==> config.mk <==
export PLATFORM = sky130hd
export DESIGN_NAME = mtop_overload
export DESIGN_NICKNAME = d
export VERILOG_FILES = /design/src/mtop_pkg.sv /design/src/mtop_overload.sv
export SDC_FILE = /design/constraint.sdc
export NUM_CORES = 2
export LEC_CHECK = 0
export ABC_AREA = 1
export BUFFER_PORTS_ARGS = -buffer_cell sky130_fd_sc_hd__buf_2
export CAP_MARGIN = 30
export CORE_MARGIN = 8
export CORE_UTILIZATION = 40
export DETAILED_ROUTE_END_ITERATION = 16
export PLACE_DENSITY = 0.6
export RECOVER_POWER = 100
export SLEW_MARGIN = 20
export SYNTH_ARGS = -nofsm -noshare
export SYNTH_HDL_FRONTEND = slang
export SYNTH_SLANG_ARGS = --single-unit
==> constraint.sdc <==
create_clock -name hclk -period 15.6 [get_ports hclk]
set_input_delay 2.34 -clock hclk [delete_from_list [all_inputs] [get_ports hclk]]
set_output_delay 2.34 -clock hclk [all_outputs]
set_load 0.02 [all_outputs]
==> src/mtop_pkg.sv <==
// package: register map, encodings and timing for the motor overload block
package mtop_pkg;
  localparam logic [7:0] A_CTRL = 8'h00;
  localparam logic [7:0] A_FLA = 8'h04;
  localparam logic [7:0] A_SF = 8'h08;
  localparam logic [7:0] A_CLASS = 8'h0C;
  localparam logic [7:0] A_STAT = 8'h10;
  localparam logic [7:0] A_NEED = 8'h14;
  localparam int CLS_RUN_LSB = 8;
  localparam int ST_TRIP_BIT = 8;
  localparam int ST_COOL_BIT = 9;
  localparam int ST_FAULT_BIT = 10;
  localparam int ST_RUN_BIT = 11;
  localparam int ST_CODE_LSB = 12;
  localparam logic [11:0] FLA_RST = 12'h000;
  localparam logic [7:0] SF_RST = 8'h64;
  localparam logic [4:0] CLS_RST = 5'h0A;
  localparam logic [4:0] CLS_MIN = 5'h05;
  localparam logic [4:0] CLS_MAX = 5'h1E;
  localparam logic [16:0] TH_FULL = 17'h1_9000;
  localparam logic [16:0] COOL_STEP = 17'h0_0011;
  localparam logic [6:0] HUNDRED = 7'h64;
  localparam logic [2:0] HEAT_SCREEN = 3'h4;
  localparam logic [8:0] THIRD_MUL = 9'h0AB;
  localparam int CLK_NS = 40;
  localparam int TICK_NS = 10_000_000;
  localparam int TICK_CYC = TICK_NS / CLK_NS;
  localparam int TICKS_PER_S = 1_000_000_000 / TICK_NS;
  localparam int TRIP_RATIO_SQ = 36;
  localparam logic [63:0] ENERGY_K = 64'(TRIP_RATIO_SQ * TICKS_PER_S);
  localparam int BLINK_TK = 25;
  localparam int N_SCR = 8;
  typedef enum logic [1:0] {
    OL_MANUAL = 2'b00,
    OL_AUTO = 2'b01,
    OL_OFF = 2'b10
  } mtop_mode_e;
  typedef enum logic [2:0] {
    D_STATUS = 3'b000,
    D_HEAT = 3'b001,
    D_NOFLA = 3'b010,
    D_INHIBIT = 3'b011,
    D_NO3PH = 3'b100
  } mtop_disp_e;
  typedef enum logic {
    S_IDLE = 1'b0,
    S_DIV = 1'b1
  } mtop_div_e;
endpackage

==> src/mtop_overload.sv <==
// module: thermal overload model, trip/reset control, keypad display and ahb-lite registers
//
// Chosen here: the AHB-Lite register port and the register addresses.
`timescale 1ns/10ps
//Contract
//- zero full-load setting blocks start, shows fault
//- thermal register is remaining percent, 100 cool
//- thermal register restored from and saved nonvolatile
//- heating from full-load, service factor, classes
//- fourth screen up shows heat; screens wrap
//- overload mode may disable tripping entirely
//- manual default; trip blocks restart until reset
//- reset key held never prevents a trip
//- led solid when tripped, flashing once cooled
//- auto mode clears trip after cool-down
//- protection active on self-driven bypass
//- average last three start costs as needed
//- reset refused below needed capacity, shows inhibit
//- class n trips n seconds at 600%
//- start class until at-speed, then run class
//- start class limited to 5 through 30
//- run class only multiples of five
//- both classes reset to class ten
//- no line phases shows no-three-phase code
module mtop_overload #(
  parameter int TICK_CYCLES = mtop_pkg::TICK_CYC,
  parameter int BLINK_TICKS = mtop_pkg::BLINK_TK,
  parameter int N_SCREENS = mtop_pkg::N_SCR
) (
  input wire logic hclk,
  input wire logic hresetn,
  input wire logic hsel,
  input wire logic [7:0] haddr,
  input wire logic [1:0] htrans,
  input wire logic hwrite,
  input wire logic [2:0] hsize,
  input wire logic [31:0] hwdata,
  input wire logic hready,
  output logic [31:0] hrdata_ff,
  output logic hreadyout_ff,
  output logic hresp_ff,
  input wire logic [12:0] motor_current,
  input wire logic at_speed,
  input wire logic bypass_closed,
  input wire logic bypass_self_driven,
  input wire logic [2:0] line_present,
  input wire logic start_cmd,
  input wire logic stop_cmd,
  input wire logic key_reset,
  input wire logic key_up,
  input wire logic key_down,
  input wire logic nvm_load,
  input wire logic [16:0] nvm_data,
  output logic nvm_store_ff,
  output logic [16:0] nvm_wdata_ff,
  output logic run_permit_ff,
  output logic ol_trip_ff,
  output logic ol_led_ff,
  output logic fault_ff,
  output logic [2:0] disp_code_ff,
  output logic [6:0] disp_value_ff,
  output logic [2:0] disp_screen_ff
);
  localparam int TCW = $clog2(TICK_CYCLES + 1);
  localparam int BCW = $clog2(BLINK_TICKS + 1);

  // the 64-step divide must finish before the next tick
  if (TICK_CYCLES < 70 || BLINK_TICKS < 1 || N_SCREENS < 5 || N_SCREENS > 8) begin : g_bad
    $error("mtop_overload: parameter out of range");
  end

  logic [1:0] mode_ff;
  logic [11:0] fla_ff;
  logic [7:0] sf_ff;
  logic [4:0] start_cls_ff;
  logic [4:0] run_cls_ff;
  logic wr_pend_ff;
  logic [7:0] wr_addr_ff;
  logic [TCW-1:0] tick_cnt_ff;
  logic tick_ff;
  logic [16:0] th_ff;
  mtop_pkg::mtop_div_e div_st_ff;
  logic [6:0] div_cnt_ff;
  logic [63:0] dq_ff;
  logic [63:0] dr_ff;
  logic [63:0] dd_ff;
  logic [6:0] start_pct_ff;
  logic [6:0] hist_ff [3];
  logic [6:0] need_ff;
  logic at_d_ff;
  logic inh_ff;
  logic [BCW-1:0] blink_cnt_ff;
  logic blink_ff;

  logic addr_ph;
  logic [6:0] th_pct;
  logic [4:0] cur_cls;
  logic [19:0] fs;
  logic [19:0] i100;
  logic hot;
  logic prot_on;
  logic cool_ok;
  logic trip_set;
  logic trip_clr;
  logic [64:0] r2;
  logic [8:0] hsum;
  logic [6:0] used;

  assign addr_ph = hsel && hready && htrans[1];
  assign th_pct = th_ff[16:10];
  assign cur_cls = at_speed ? run_cls_ff : start_cls_ff;
  assign fs = 20'(fla_ff * sf_ff);
  assign i100 = 20'(motor_current * mtop_pkg::HUNDRED);
  assign hot = i100 > fs;
  // an across-the-line bypass not driven by us leaves the motor to external relays
  assign prot_on = mode_ff != mtop_pkg::OL_OFF && !(bypass_closed && !bypass_self_driven);
  assign cool_ok = th_ff != 17'h0_0000 && th_pct >= need_ff;
  assign trip_set = prot_on && th_ff == 17'h0_0000;
  assign trip_clr = ol_trip_ff && cool_ok &&
    ((mode_ff == mtop_pkg::OL_MANUAL && key_reset) || mode_ff == mtop_pkg::OL_AUTO);
  assign r2 = {dr_ff, dq_ff[63]};
  assign hsum = 9'(hist_ff[0]) + 9'(hist_ff[1]) + 9'(hist_ff[2]);
  assign used = start_pct_ff > th_pct ? 7'(start_pct_ff - th_pct) : 7'h00;

  function automatic logic run_cls_ok(input logic [4:0] c);
    run_cls_ok = c == 5'h05 || c == 5'h0A || c == 5'h0F || c == 5'h14 || c == 5'h19 || c == 5'h1E;
  endfunction

  // zero-wait slave: reads registered at the address phase, writes land in the data phase
  always_ff @(posedge hclk or negedge hresetn) begin
    if (!hresetn) begin
      wr_pend_ff <= 1'b0;
      wr_addr_ff <= 8'h00;
      hrdata_ff <= 32'h0000_0000;
      hreadyout_ff <= 1'b0;
      hresp_ff <= 1'b0;
    end else begin
      hreadyout_ff <= 1'b1;
      hresp_ff <= 1'b0;
      wr_pend_ff <= addr_ph && hwrite;
      wr_addr_ff <= haddr;
      if (addr_ph && !hwrite) begin
        unique case (haddr)
          mtop_pkg::A_CTRL: hrdata_ff <= 32'(mode_ff);
          mtop_pkg::A_FLA: hrdata_ff <= 32'(fla_ff);
          mtop_pkg::A_SF: hrdata_ff <= 32'(sf_ff);
          mtop_pkg::A_CLASS: hrdata_ff <= 32'(start_cls_ff) | (32'(run_cls_ff) << mtop_pkg::CLS_RUN_LSB);
          mtop_pkg::A_STAT: hrdata_ff <= 32'(th_pct) | (32'(ol_trip_ff) << mtop_pkg::ST_TRIP_BIT) |
            (32'(cool_ok) << mtop_pkg::ST_COOL_BIT) | (32'(fault_ff) << mtop_pkg::ST_FAULT_BIT) |
            (32'(run_permit_ff) << mtop_pkg::ST_RUN_BIT) | (32'(disp_code_ff) << mtop_pkg::ST_CODE_LSB);
          mtop_pkg::A_NEED: hrdata_ff <= 32'(need_ff);
          default: hrdata_ff <= 32'h0000_0000;
        endcase
      end
    end
  end

  // out-of-range class writes are dropped, so the classes can never leave their sets
  always_ff @(posedge hclk or negedge hresetn) begin
    if (!hresetn) begin
      mode_ff <= mtop_pkg::OL_MANUAL;
      fla_ff <= mtop_pkg::FLA_RST;
      sf_ff <= mtop_pkg::SF_RST;
      start_cls_ff <= mtop_pkg::CLS_RST;
      run_cls_ff <= mtop_pkg::CLS_RST;
    end else if (wr_pend_ff) begin
      unique case (wr_addr_ff)
        mtop_pkg::A_CTRL: if (hwdata[1:0] != 2'b11) mode_ff <= hwdata[1:0];
        mtop_pkg::A_FLA: fla_ff <= hwdata[11:0];
        mtop_pkg::A_SF: sf_ff <= hwdata[7:0];
        mtop_pkg::A_CLASS: begin
          if (hwdata[4:0] >= mtop_pkg::CLS_MIN && hwdata[4:0] <= mtop_pkg::CLS_MAX) begin
            start_cls_ff <= hwdata[4:0];
          end
          if (run_cls_ok(hwdata[12:8])) run_cls_ff <= hwdata[12:8];
        end
        default: ;
      endcase
    end
  end

  always_ff @(posedge hclk or negedge hresetn) begin
    if (!hresetn) begin
      tick_cnt_ff <= '0;
      tick_ff <= 1'b0;
    end else begin
      tick_ff <= tick_cnt_ff == TCW'(TICK_CYCLES - 1);
      tick_cnt_ff <= tick_cnt_ff == TCW'(TICK_CYCLES - 1) ? '0 : tick_cnt_ff + 1'b1;
    end
  end

  // per tick, heat = (i/fs)^2 * full / (class * 36 * ticks_per_s): class n empties in n s at 600%
  always_ff @(posedge hclk or negedge hresetn) begin
    if (!hresetn) begin
      div_st_ff <= mtop_pkg::S_IDLE;
      div_cnt_ff <= 7'h00;
      dq_ff <= 64'h0000_0000_0000_0000;
      dr_ff <= 64'h0000_0000_0000_0000;
      dd_ff <= 64'h0000_0000_0000_0001;
    end else begin
      unique case (div_st_ff)
        mtop_pkg::S_IDLE: if (tick_ff && hot && fla_ff != 12'h000) begin
          dq_ff <= 64'(i100) * 64'(i100) * 64'(mtop_pkg::TH_FULL);
          dd_ff <= 64'(fs) * 64'(fs) * 64'(cur_cls) * mtop_pkg::ENERGY_K;
          dr_ff <= 64'h0000_0000_0000_0000;
          div_cnt_ff <= 7'h00;
          div_st_ff <= mtop_pkg::S_DIV;
        end else if (div_cnt_ff == 7'h40) begin
          div_cnt_ff <= 7'h00; // quotient applied once, then cooling may resume
        end
        mtop_pkg::S_DIV: begin
          if (r2 >= 65'(dd_ff)) begin
            dr_ff <= 64'(r2 - 65'(dd_ff));
            dq_ff <= {dq_ff[62:0], 1'b1};
          end else begin
            dr_ff <= r2[63:0];
            dq_ff <= {dq_ff[62:0], 1'b0};
          end
          div_cnt_ff <= div_cnt_ff + 7'h01;
          if (div_cnt_ff == 7'h3F) div_st_ff <= mtop_pkg::S_IDLE;
        end
      endcase
    end
  end

  // restored value wins over the model; the saved copy keeps heat across a power cycle
  always_ff @(posedge hclk or negedge hresetn) begin
    if (!hresetn) begin
      th_ff <= mtop_pkg::TH_FULL;
    end else if (nvm_load) begin
      th_ff <= nvm_data > mtop_pkg::TH_FULL ? mtop_pkg::TH_FULL : nvm_data;
    end else if (div_st_ff == mtop_pkg::S_IDLE && div_cnt_ff == 7'h40) begin
      th_ff <= dq_ff >= 64'(th_ff) ? 17'h0_0000 : 17'(th_ff - dq_ff[16:0]);
    end else if (tick_ff && !hot) begin
      th_ff <= th_ff > 17'(mtop_pkg::TH_FULL - mtop_pkg::COOL_STEP) ? mtop_pkg::TH_FULL :
        17'(th_ff + mtop_pkg::COOL_STEP);
    end
  end

  always_ff @(posedge hclk or negedge hresetn) begin
    if (!hresetn) begin
      nvm_store_ff <= 1'b0;
      nvm_wdata_ff <= mtop_pkg::TH_FULL;
    end else begin
      nvm_store_ff <= tick_ff && th_ff != nvm_wdata_ff;
      if (tick_ff) nvm_wdata_ff <= th_ff;
    end
  end

  // the trip set wins over every clear, so a held reset key cannot mask it
  always_ff @(posedge hclk or negedge hresetn) begin
    if (!hresetn) ol_trip_ff <= 1'b0;
    else if (trip_set) ol_trip_ff <= 1'b1;
    else if (trip_clr) ol_trip_ff <= 1'b0;
  end

  always_ff @(posedge hclk or negedge hresetn) begin
    if (!hresetn) begin
      run_permit_ff <= 1'b0;
      fault_ff <= 1'b0;
    end else begin
      if (trip_set || stop_cmd) run_permit_ff <= 1'b0;
      else if (start_cmd && fla_ff != 12'h000 && !ol_trip_ff && !fault_ff) run_permit_ff <= 1'b1;
      if (start_cmd && fla_ff == 12'h000) fault_ff <= 1'b1;
      else if (key_reset && fla_ff != 12'h000) fault_ff <= 1'b0;
    end
  end

  // a start counts once at-speed is reached; the divide-by-three is a multiply by 171/512
  always_ff @(posedge hclk or negedge hresetn) begin
    if (!hresetn) begin
      at_d_ff <= 1'b0;
      start_pct_ff <= 7'h00;
      hist_ff <= '{default: 7'h00};
      need_ff <= 7'h00;
    end else begin
      at_d_ff <= at_speed;
      if (start_cmd && !run_permit_ff) start_pct_ff <= th_pct;
      if (run_permit_ff && at_speed && !at_d_ff) begin
        hist_ff[0] <= used;
        hist_ff[1] <= hist_ff[0];
        hist_ff[2] <= hist_ff[1];
      end
      need_ff <= 7'((18'(hsum) * 18'(mtop_pkg::THIRD_MUL)) >> 9);
    end
  end

  always_ff @(posedge hclk or negedge hresetn) begin
    if (!hresetn) begin
      blink_cnt_ff <= '0;
      blink_ff <= 1'b0;
      ol_led_ff <= 1'b0;
    end else begin
      if (tick_ff) begin
        blink_cnt_ff <= blink_cnt_ff == BCW'(BLINK_TICKS - 1) ? '0 : blink_cnt_ff + 1'b1;
        if (blink_cnt_ff == BCW'(BLINK_TICKS - 1)) blink_ff <= !blink_ff;
      end
      ol_led_ff <= ol_trip_ff && (!cool_ok || blink_ff);
    end
  end

  always_ff @(posedge hclk or negedge hresetn) begin
    if (!hresetn) begin
      disp_screen_ff <= 3'h0;
      inh_ff <= 1'b0;
    end else begin
      if (key_up) disp_screen_ff <= disp_screen_ff == 3'(N_SCREENS - 1) ? 3'h0 : disp_screen_ff + 3'h1;
      else if (key_down) disp_screen_ff <= disp_screen_ff == 3'h0 ? 3'(N_SCREENS - 1) : disp_screen_ff - 3'h1;
      if (key_reset && ol_trip_ff && !cool_ok && mode_ff == mtop_pkg::OL_MANUAL) inh_ff <= 1'b1;
      else if (!ol_trip_ff || key_up || key_down) inh_ff <= 1'b0;
    end
  end

  always_ff @(posedge hclk or negedge hresetn) begin
    if (!hresetn) begin
      disp_code_ff <= mtop_pkg::D_STATUS;
      disp_value_ff <= 7'h00;
    end else begin
      disp_value_ff <= th_pct;
      if (fault_ff) disp_code_ff <= mtop_pkg::D_NOFLA;
      else if (inh_ff) disp_code_ff <= mtop_pkg::D_INHIBIT;
      else if (line_present == 3'b000) disp_code_ff <= mtop_pkg::D_NO3PH;
      else if (disp_screen_ff == mtop_pkg::HEAT_SCREEN) disp_code_ff <= mtop_pkg::D_HEAT;
      else disp_code_ff <= mtop_pkg::D_STATUS;
    end
  end

  a_nofla_fault: assert property (@(posedge hclk) disable iff (!hresetn)
    start_cmd && fla_ff == 12'h000 |=> fault_ff && !run_permit_ff ##1 disp_code_ff == mtop_pkg::D_NOFLA)
    else $error("start without full-load setting not faulted");
  a_th_bound: assert property (@(posedge hclk) disable iff (!hresetn)
    th_ff <= mtop_pkg::TH_FULL)
    else $error("thermal register above full");
  a_trip_zero: assert property (@(posedge hclk) disable iff (!hresetn)
    prot_on && th_ff == 17'h0_0000 && key_reset |=> ol_trip_ff)
    else $error("trip missed at zero capacity");
  a_off_notrip: assert property (@(posedge hclk) disable iff (!hresetn)
    mode_ff == mtop_pkg::OL_OFF && !ol_trip_ff |=> !ol_trip_ff)
    else $error("trip while protection disabled");
  a_trip_blocks: assert property (@(posedge hclk) disable iff (!hresetn)
    ol_trip_ff && !run_permit_ff && start_cmd |=> !run_permit_ff)
    else $error("restart allowed while tripped");
  a_led_solid: assert property (@(posedge hclk) disable iff (!hresetn)
    ol_trip_ff && !cool_ok |=> ol_led_ff)
    else $error("led not solid while hot");
  a_auto_clear: assert property (@(posedge hclk) disable iff (!hresetn)
    mode_ff == mtop_pkg::OL_AUTO && ol_trip_ff && cool_ok |=> !ol_trip_ff)
    else $error("auto reset did not clear trip");
  a_reset_inh: assert property (@(posedge hclk) disable iff (!hresetn)
    mode_ff == mtop_pkg::OL_MANUAL && ol_trip_ff && !cool_ok && key_reset |=> ol_trip_ff && inh_ff)
    else $error("reset accepted below needed capacity");
  a_start_cls: assert property (@(posedge hclk) disable iff (!hresetn)
    start_cls_ff >= mtop_pkg::CLS_MIN && start_cls_ff <= mtop_pkg::CLS_MAX)
    else $error("start class out of range");
  a_run_cls: assert property (@(posedge hclk) disable iff (!hresetn)
    run_cls_ok(run_cls_ff))
    else $error("run class not allowed");
  a_screen_wrap: assert property (@(posedge hclk) disable iff (!hresetn)
    key_up && disp_screen_ff == 3'(N_SCREENS - 1) |=> disp_screen_ff == 3'h0)
    else $error("status screens do not wrap");
  a_no3ph_show: assert property (@(posedge hclk) disable iff (!hresetn)
    line_present == 3'b000 && !fault_ff && !inh_ff |=> disp_code_ff == mtop_pkg::D_NO3PH)
    else $error("no-three-phase code not shown");
endmodule // mtop_overload

[After elaboration in Yosys (flattened, before gate mapping)]
Index checks and enable logic that the tools add are counted.
Operators by class
  bitwise logic cells: 7
  equality and inequality tests: 26
  multipliers: 8
  reduce and logical (&&, ||, !) cells: 71
  muxes and demuxes: 39
  magnitude comparators: 9
  add/sub/neg operators: 11
Operators with widths (number)
  64-bit case mux with 2 select lines: 2
  64-bit two-way mux: 3
  17-bit two-way mux: 6
  15-bit case mux with 6 select lines: 1
  65-bit by 57-bit greater-or-equal comparator with 1-bit output: 1
  64-bit by 17-bit greater-or-equal comparator with 1-bit output: 1
  64-bit by 57-bit subtractor with 64-bit output: 1
  45-bit by 8-bit multiplier with 53-bit output, second input constant: 1
  40-bit by 5-bit multiplier with 45-bit output: 1
  36-bit by 5-bit multiplier with 41-bit output, second input constant: 1
  20-bit by 20-bit multiplier with 40-bit output: 1
  18-bit by 18-bit multiplier with 36-bit output: 1
  17-bit > comparator, second input constant: 2
  8-bit by 4-bit equality test with 1-bit output, second input constant: 4
  1-bit logical AND: 29
  3-bit two-way mux: 7
  7-bit two-way mux: 3
  5-bit equality test, second input constant: 4
  20-bit > comparator: 1
  12-bit by 8-bit multiplier with 20-bit output: 1
  18-bit by 1-bit adder with 18-bit output, second input constant: 1
  18-bit equality test, second input constant: 1
  13-bit by 5-bit multiplier with 18-bit output, second input constant: 1
  18-bit two-way mux: 1
  49 further kinds: 96
Word-level totals
  output and inout port bits: 69
  word-level logic and storage cells: 206
  input port bits: 92
  bits in registers: 378

[Depth between registers and ports, before layout]
  word-level depth: 7
  mapped depth: 85
  gate-level depth less buffers: 83

[Worst setup path after synthesis]
No wires, ideal clock.
  path type: register -> register
  start point: register sf_ff[6]
  end point: register dd_ff[45]
  stages on the path, launching flop included: 74
  buffers on the path: 2
  period minus slack after synthesis: 16.153 ns
  arrival: 16.023 ns
  path slack: -0.553 ns
  setup time: 0.130 ns
  required time: 15.470 ns
  cells stage by stage: dfstp_2 > clkbuf_1 > nand2_1 > fa_1 > fa_1 > inv_1 > fa_1 > inv_1 > fa_1 > inv_1 > ha_1 > a21oi_1 > nor2_1 > nor2_1 > nand2_1 > xor2_1 > clkinv_1 > buf_2 > [... 38 more ...] > inv_1 > fa_1 > inv_1 > ha_1 > fa_1 > ha_1 > ha_1 > nand2_1 > nor2_1 > inv_1 > nor2_1 > inv_1 > nor3_1 > nand3_1 > nand3_1 > nand2_1 > nand3_1 > o21ai_0
On the way
  word-level cells in the longest chain between the ends: 5
  elaborated cells on any way between the ends: 8
  classes of those cells: mul (4); order compare (1); reduce/logical (3)
RTL lines
  from (decl): line mtop_overload.sv:74  | logic [7:0] sf_ff;
  from (signal assigned): line mtop_overload.sv:163  | sf_ff <= mtop_pkg::SF_RST;
  from (signal assigned): line mtop_overload.sv:170  | mtop_pkg::A_SF: sf_ff <= hwdata[7:0];
  12-bit by 8-bit multiplier with 20-bit output (*): line mtop_overload.sv:112  | assign fs = 20'(fla_ff * sf_ff);
  parallel branches: the longest is 4 deep, another holds 45-bit by 8-bit multiplier with 53-bit output
  to (signal assigned): line mtop_overload.sv:204  | dd_ff <= 64'(fs) * 64'(fs) * 64'(cur_cls) * mtop_pkg::ENERGY_K;
  to (decl): line mtop_overload.sv:86  | logic [63:0] dd_ff;
Mark *: on every way between the ends.
A chain may end at the register's enable or synchronous reset.

[Worst setup path in the final report]
  start point: register fla_ff[3]
  end point: register dd_ff[50]
On the way
  word-level cells in the longest chain between the ends: 5
  elaborated cells on any way between the ends: 9
  classes of those cells: mul (4); order compare (1); reduce/logical (4)
RTL lines
  from (decl): line mtop_overload.sv:73  | logic [11:0] fla_ff;
  from (signal assigned): line mtop_overload.sv:162  | fla_ff <= mtop_pkg::FLA_RST;
  from (signal assigned): line mtop_overload.sv:169  | mtop_pkg::A_FLA: fla_ff <= hwdata[11:0];
  parallel branches: the longest is 5 deep, another holds 45-bit by 8-bit multiplier with 53-bit output
Several ways; the timed one is not identified.

==> metrics.cfg <==
[routing]
via_per_inst=5.05
drc_errors=0
vias=64900
drtIter0Drc=4342
wire_per_inst_um=17.9
drt_wl_total_um=230000
ant_nets=0
firstDrtPassIters=6

[synth]
synth_ff_type=dfrtp_1
yosysTopAreaCellShare=0.236
yosysTopAreaCell=fa_1
yosys_warnings=0
syn_avg_cell_area_um2=7.19
async_flop_share=1.00
synthTopCellsByCount=2,224 x nand2_1, 2,105 x inv_1, 964 x nor2_1
synthCells=9543
synth_most_common_cell=nand2_1
synth-edff-count=0
ys_seq_area_frac=0.132
synth.area.top_cells=fa_1 24%, ha_1 15%, dfrtp_1 13%
ys_ff_latch=361
synth.cell_area_mm2=0.0686
ys_types=62

[floorplan]
boundaryPins=161
dieWidth_um=430
core_mm2=0.171
die_h_um=430
die_area_mm2=0.185
initial_core_util=0.401
rows=152

[clock_tree]
cts_tree=built
cts_sinks=361
cts_inserted_buffers=45
path_clk_slew_ns=0.06
htreeDepth=2
clk_latency_ns=0.66
clock_path_buffers=3
root_buffer=clkbuf_16
postCtsHoldBufs=0

[setup_path]
worstSetupStartpoint=fla_ff[3]
path_max_fanout=5
r2r.worst_path.cells=78
regToRegStartpoint=fla_ff[3]
crit_top_cell=fa_1
start_kind=flop
crit_slowest_cell=fa_2
cp_data_required_time_ns=16.11
rr_endpoint=dd_ff[50]
slowest_delay_ns=0.56
crit_end=dd_ff[50]
r2r_slack_ns=-0.27
critPathCaptureType=flop
path_class=reg -> reg
arrival_ns=16.38

[timing]
fmax_mhz=63.0
worst_clock_skew_ns=0.0566
max-slew-margin-rel=-2.72
slew_violations=484
max_slew.worst_pin.slew_ns=5.59
fin_crit_ns=15.87
rsz0062_at_grt=yes
fin_crit_sh=1.02
hold_viol_final=0
setup_viol=21
worst_slack_ns=-0.267

[status]
failed_checks=capacitance limit, slew limit, setup timing
status=complete, but fails checks

[layout]
drive_gt1_frac=0.224
area_growth_pct=27.5
finalNetCount=12300
fillers=16600
final_design_area_no_fill_mm2=0.0875

[global_routing]
grt.total_usage=0.243
grt_max_degree=93
grt_overflow=0
antenna_found_initial=0
grt_pass1_vias=67100
grt_pass1_wl_um=364000

[placed_design]
placed_area_mm2=0.0778
hpwl_um=189000
portBuffers=119
gp_congestion=0.987

[worst_hold_path]
hp-class=reg -> reg

[run]
drv_cap=9

==> per-stage QoR <==
stage / setup TNS, ns / setup WS (ns) / utilization / hold slack, ns / cells
after floorplan: 0 / 0.000755 / - / 0.401 / 9560
after global placement: -37.26 / -1.42 / 0.455 / 0.445 / 12600
after detailed placement: -40.06 / -1.53 / 0.455 / 0.450 / 12600
after CTS: -0.277 / -0.0658 / 0.492 / 0.460 / 12800
after global routing: -20.38 / -0.850 / 0.512 / 0.480 / 12800
final: -2.99 / -0.267 / 0.512 / 0.458 / 12800
==> critical path: cells and delay by family (launching register included) <==
family / cells / cell delay (ns)
XOR/XNOR: 3 / 0.38
buffers and inverters: 26 / 2.25
AND/OR/NAND/NOR: 25 / 2.78
AO/OA/AOI/OAI: 2 / 0.28
adder cells (fa/ha/maj): 22 / 9.60
flip-flops: 1 / 0.42
==> logic make-up after synthesis <==
group | count (synthesis) | synth area share
other | 2 | 0.000109
flip-flops | 361 | 0.132
AND/OR/NAND/NOR | 3986 | 0.240
buffers and inverters | 2321 | 0.130
XOR/XNOR | 257 | 0.0329
adder cells (fa/ha/maj) | 1637 | 0.387
AO/OA/AOI/OAI | 979 | 0.0783
==> routing by layer <==
layer	global-route usage	part of all wire	wire [um]
met3	0.0225	0.048	11000
met5	0	0	0
met4	0.0811	0.040	9160
met2	0.418	0.48	110000
met1	0.321	0.43	99700
==> placed cells by master (no fill, tap or decap), types with 18 or more instances in the layout <==
cell,Yosys,routed
a21o_1,29,25
a21oi_1,418,310
a21oi_2,2,60
a21oi_4,0,50
buf_2,31,47
buf_4,33,924
buf_6,8,78
clkbuf_1,114,105
clkbuf_16,0,45
conb_1,2,19
dfrtp_1,347,340
fa_1,809,780
fa_2,0,29
ha_1,828,670
ha_4,0,155
inv_1,2105,1938
inv_2,11,162
inv_4,0,18
nand2_1,2224,1994
nand2_2,11,165
nand2_4,1,75
nand3_1,433,384
nand3_2,1,40
nand3b_1,82,82
nand4_1,92,92
nor2_1,964,723
nor2_2,10,129
nor2_4,3,125
nor3_1,91,69
o21ai_0,354,264
o21ai_1,8,36
o21ai_2,0,42
o21ai_4,0,20
o21bai_1,48,30
o22ai_1,31,31
xnor2_1,105,92
xor2_1,151,129
==> state kept, by name (all words and copies together), names as in the netlist, 12 cells and up <==
signal / cells
dq_ff: 64
dr_ff: 64
dd_ff: 54
hist_ff: 21
tick_cnt_ff: 18
nvm_wdata_ff: 17
th_ff: 17
hrdata_ff: 15
fla_ff: 12
==> final cells by class <==
class / count / area [um^2] / area share
well taps: 2233 / 2790 / 0.0319
flip-flops and latches: 361 / 9060 / 0.104
diodes: 1 / 2.50 / 0.0000286
repair buffers: 1159 / 8640 / 0.0987
multi-input cells: 6878 / 57400 / 0.655
inverters: 2125 / 8030 / 0.0917
clock buffers: 60 / 1250 / 0.0143
clock inverters: 23 / 374 / 0.00428
==> worst min path at each step <==
stage / slack, ns / cells past startpoint / to / startpoint
3_3_place_gp: 0.44 / 2 / dd_ff[0] / dd_ff[0]
4_1_cts: 0.46 / 2 / dd_ff[0] / dd_ff[0]
5_1_grt: 0.48 / 1 / tick_cnt_ff[0] / tick_cnt_ff[0]
2_1_floorplan: 0.40 / 0 / disp_value_ff[0] / th_ff[10]
6_report: 0.46 / 2 / dd_ff[0] / dd_ff[0]
3_5_place_dp: 0.45 / 2 / dd_ff[0] / dd_ff[0]
==> repair_timing <==
action	in CTS	in global routing
endpoints found under the setup margin	34	36
gates resized for setup	883	774
buffers inserted	106	80
pin swaps	373	362
Power is not shown: default switching activity piles up to over one toggle a cycle in this logic, so the estimate is an artifact.
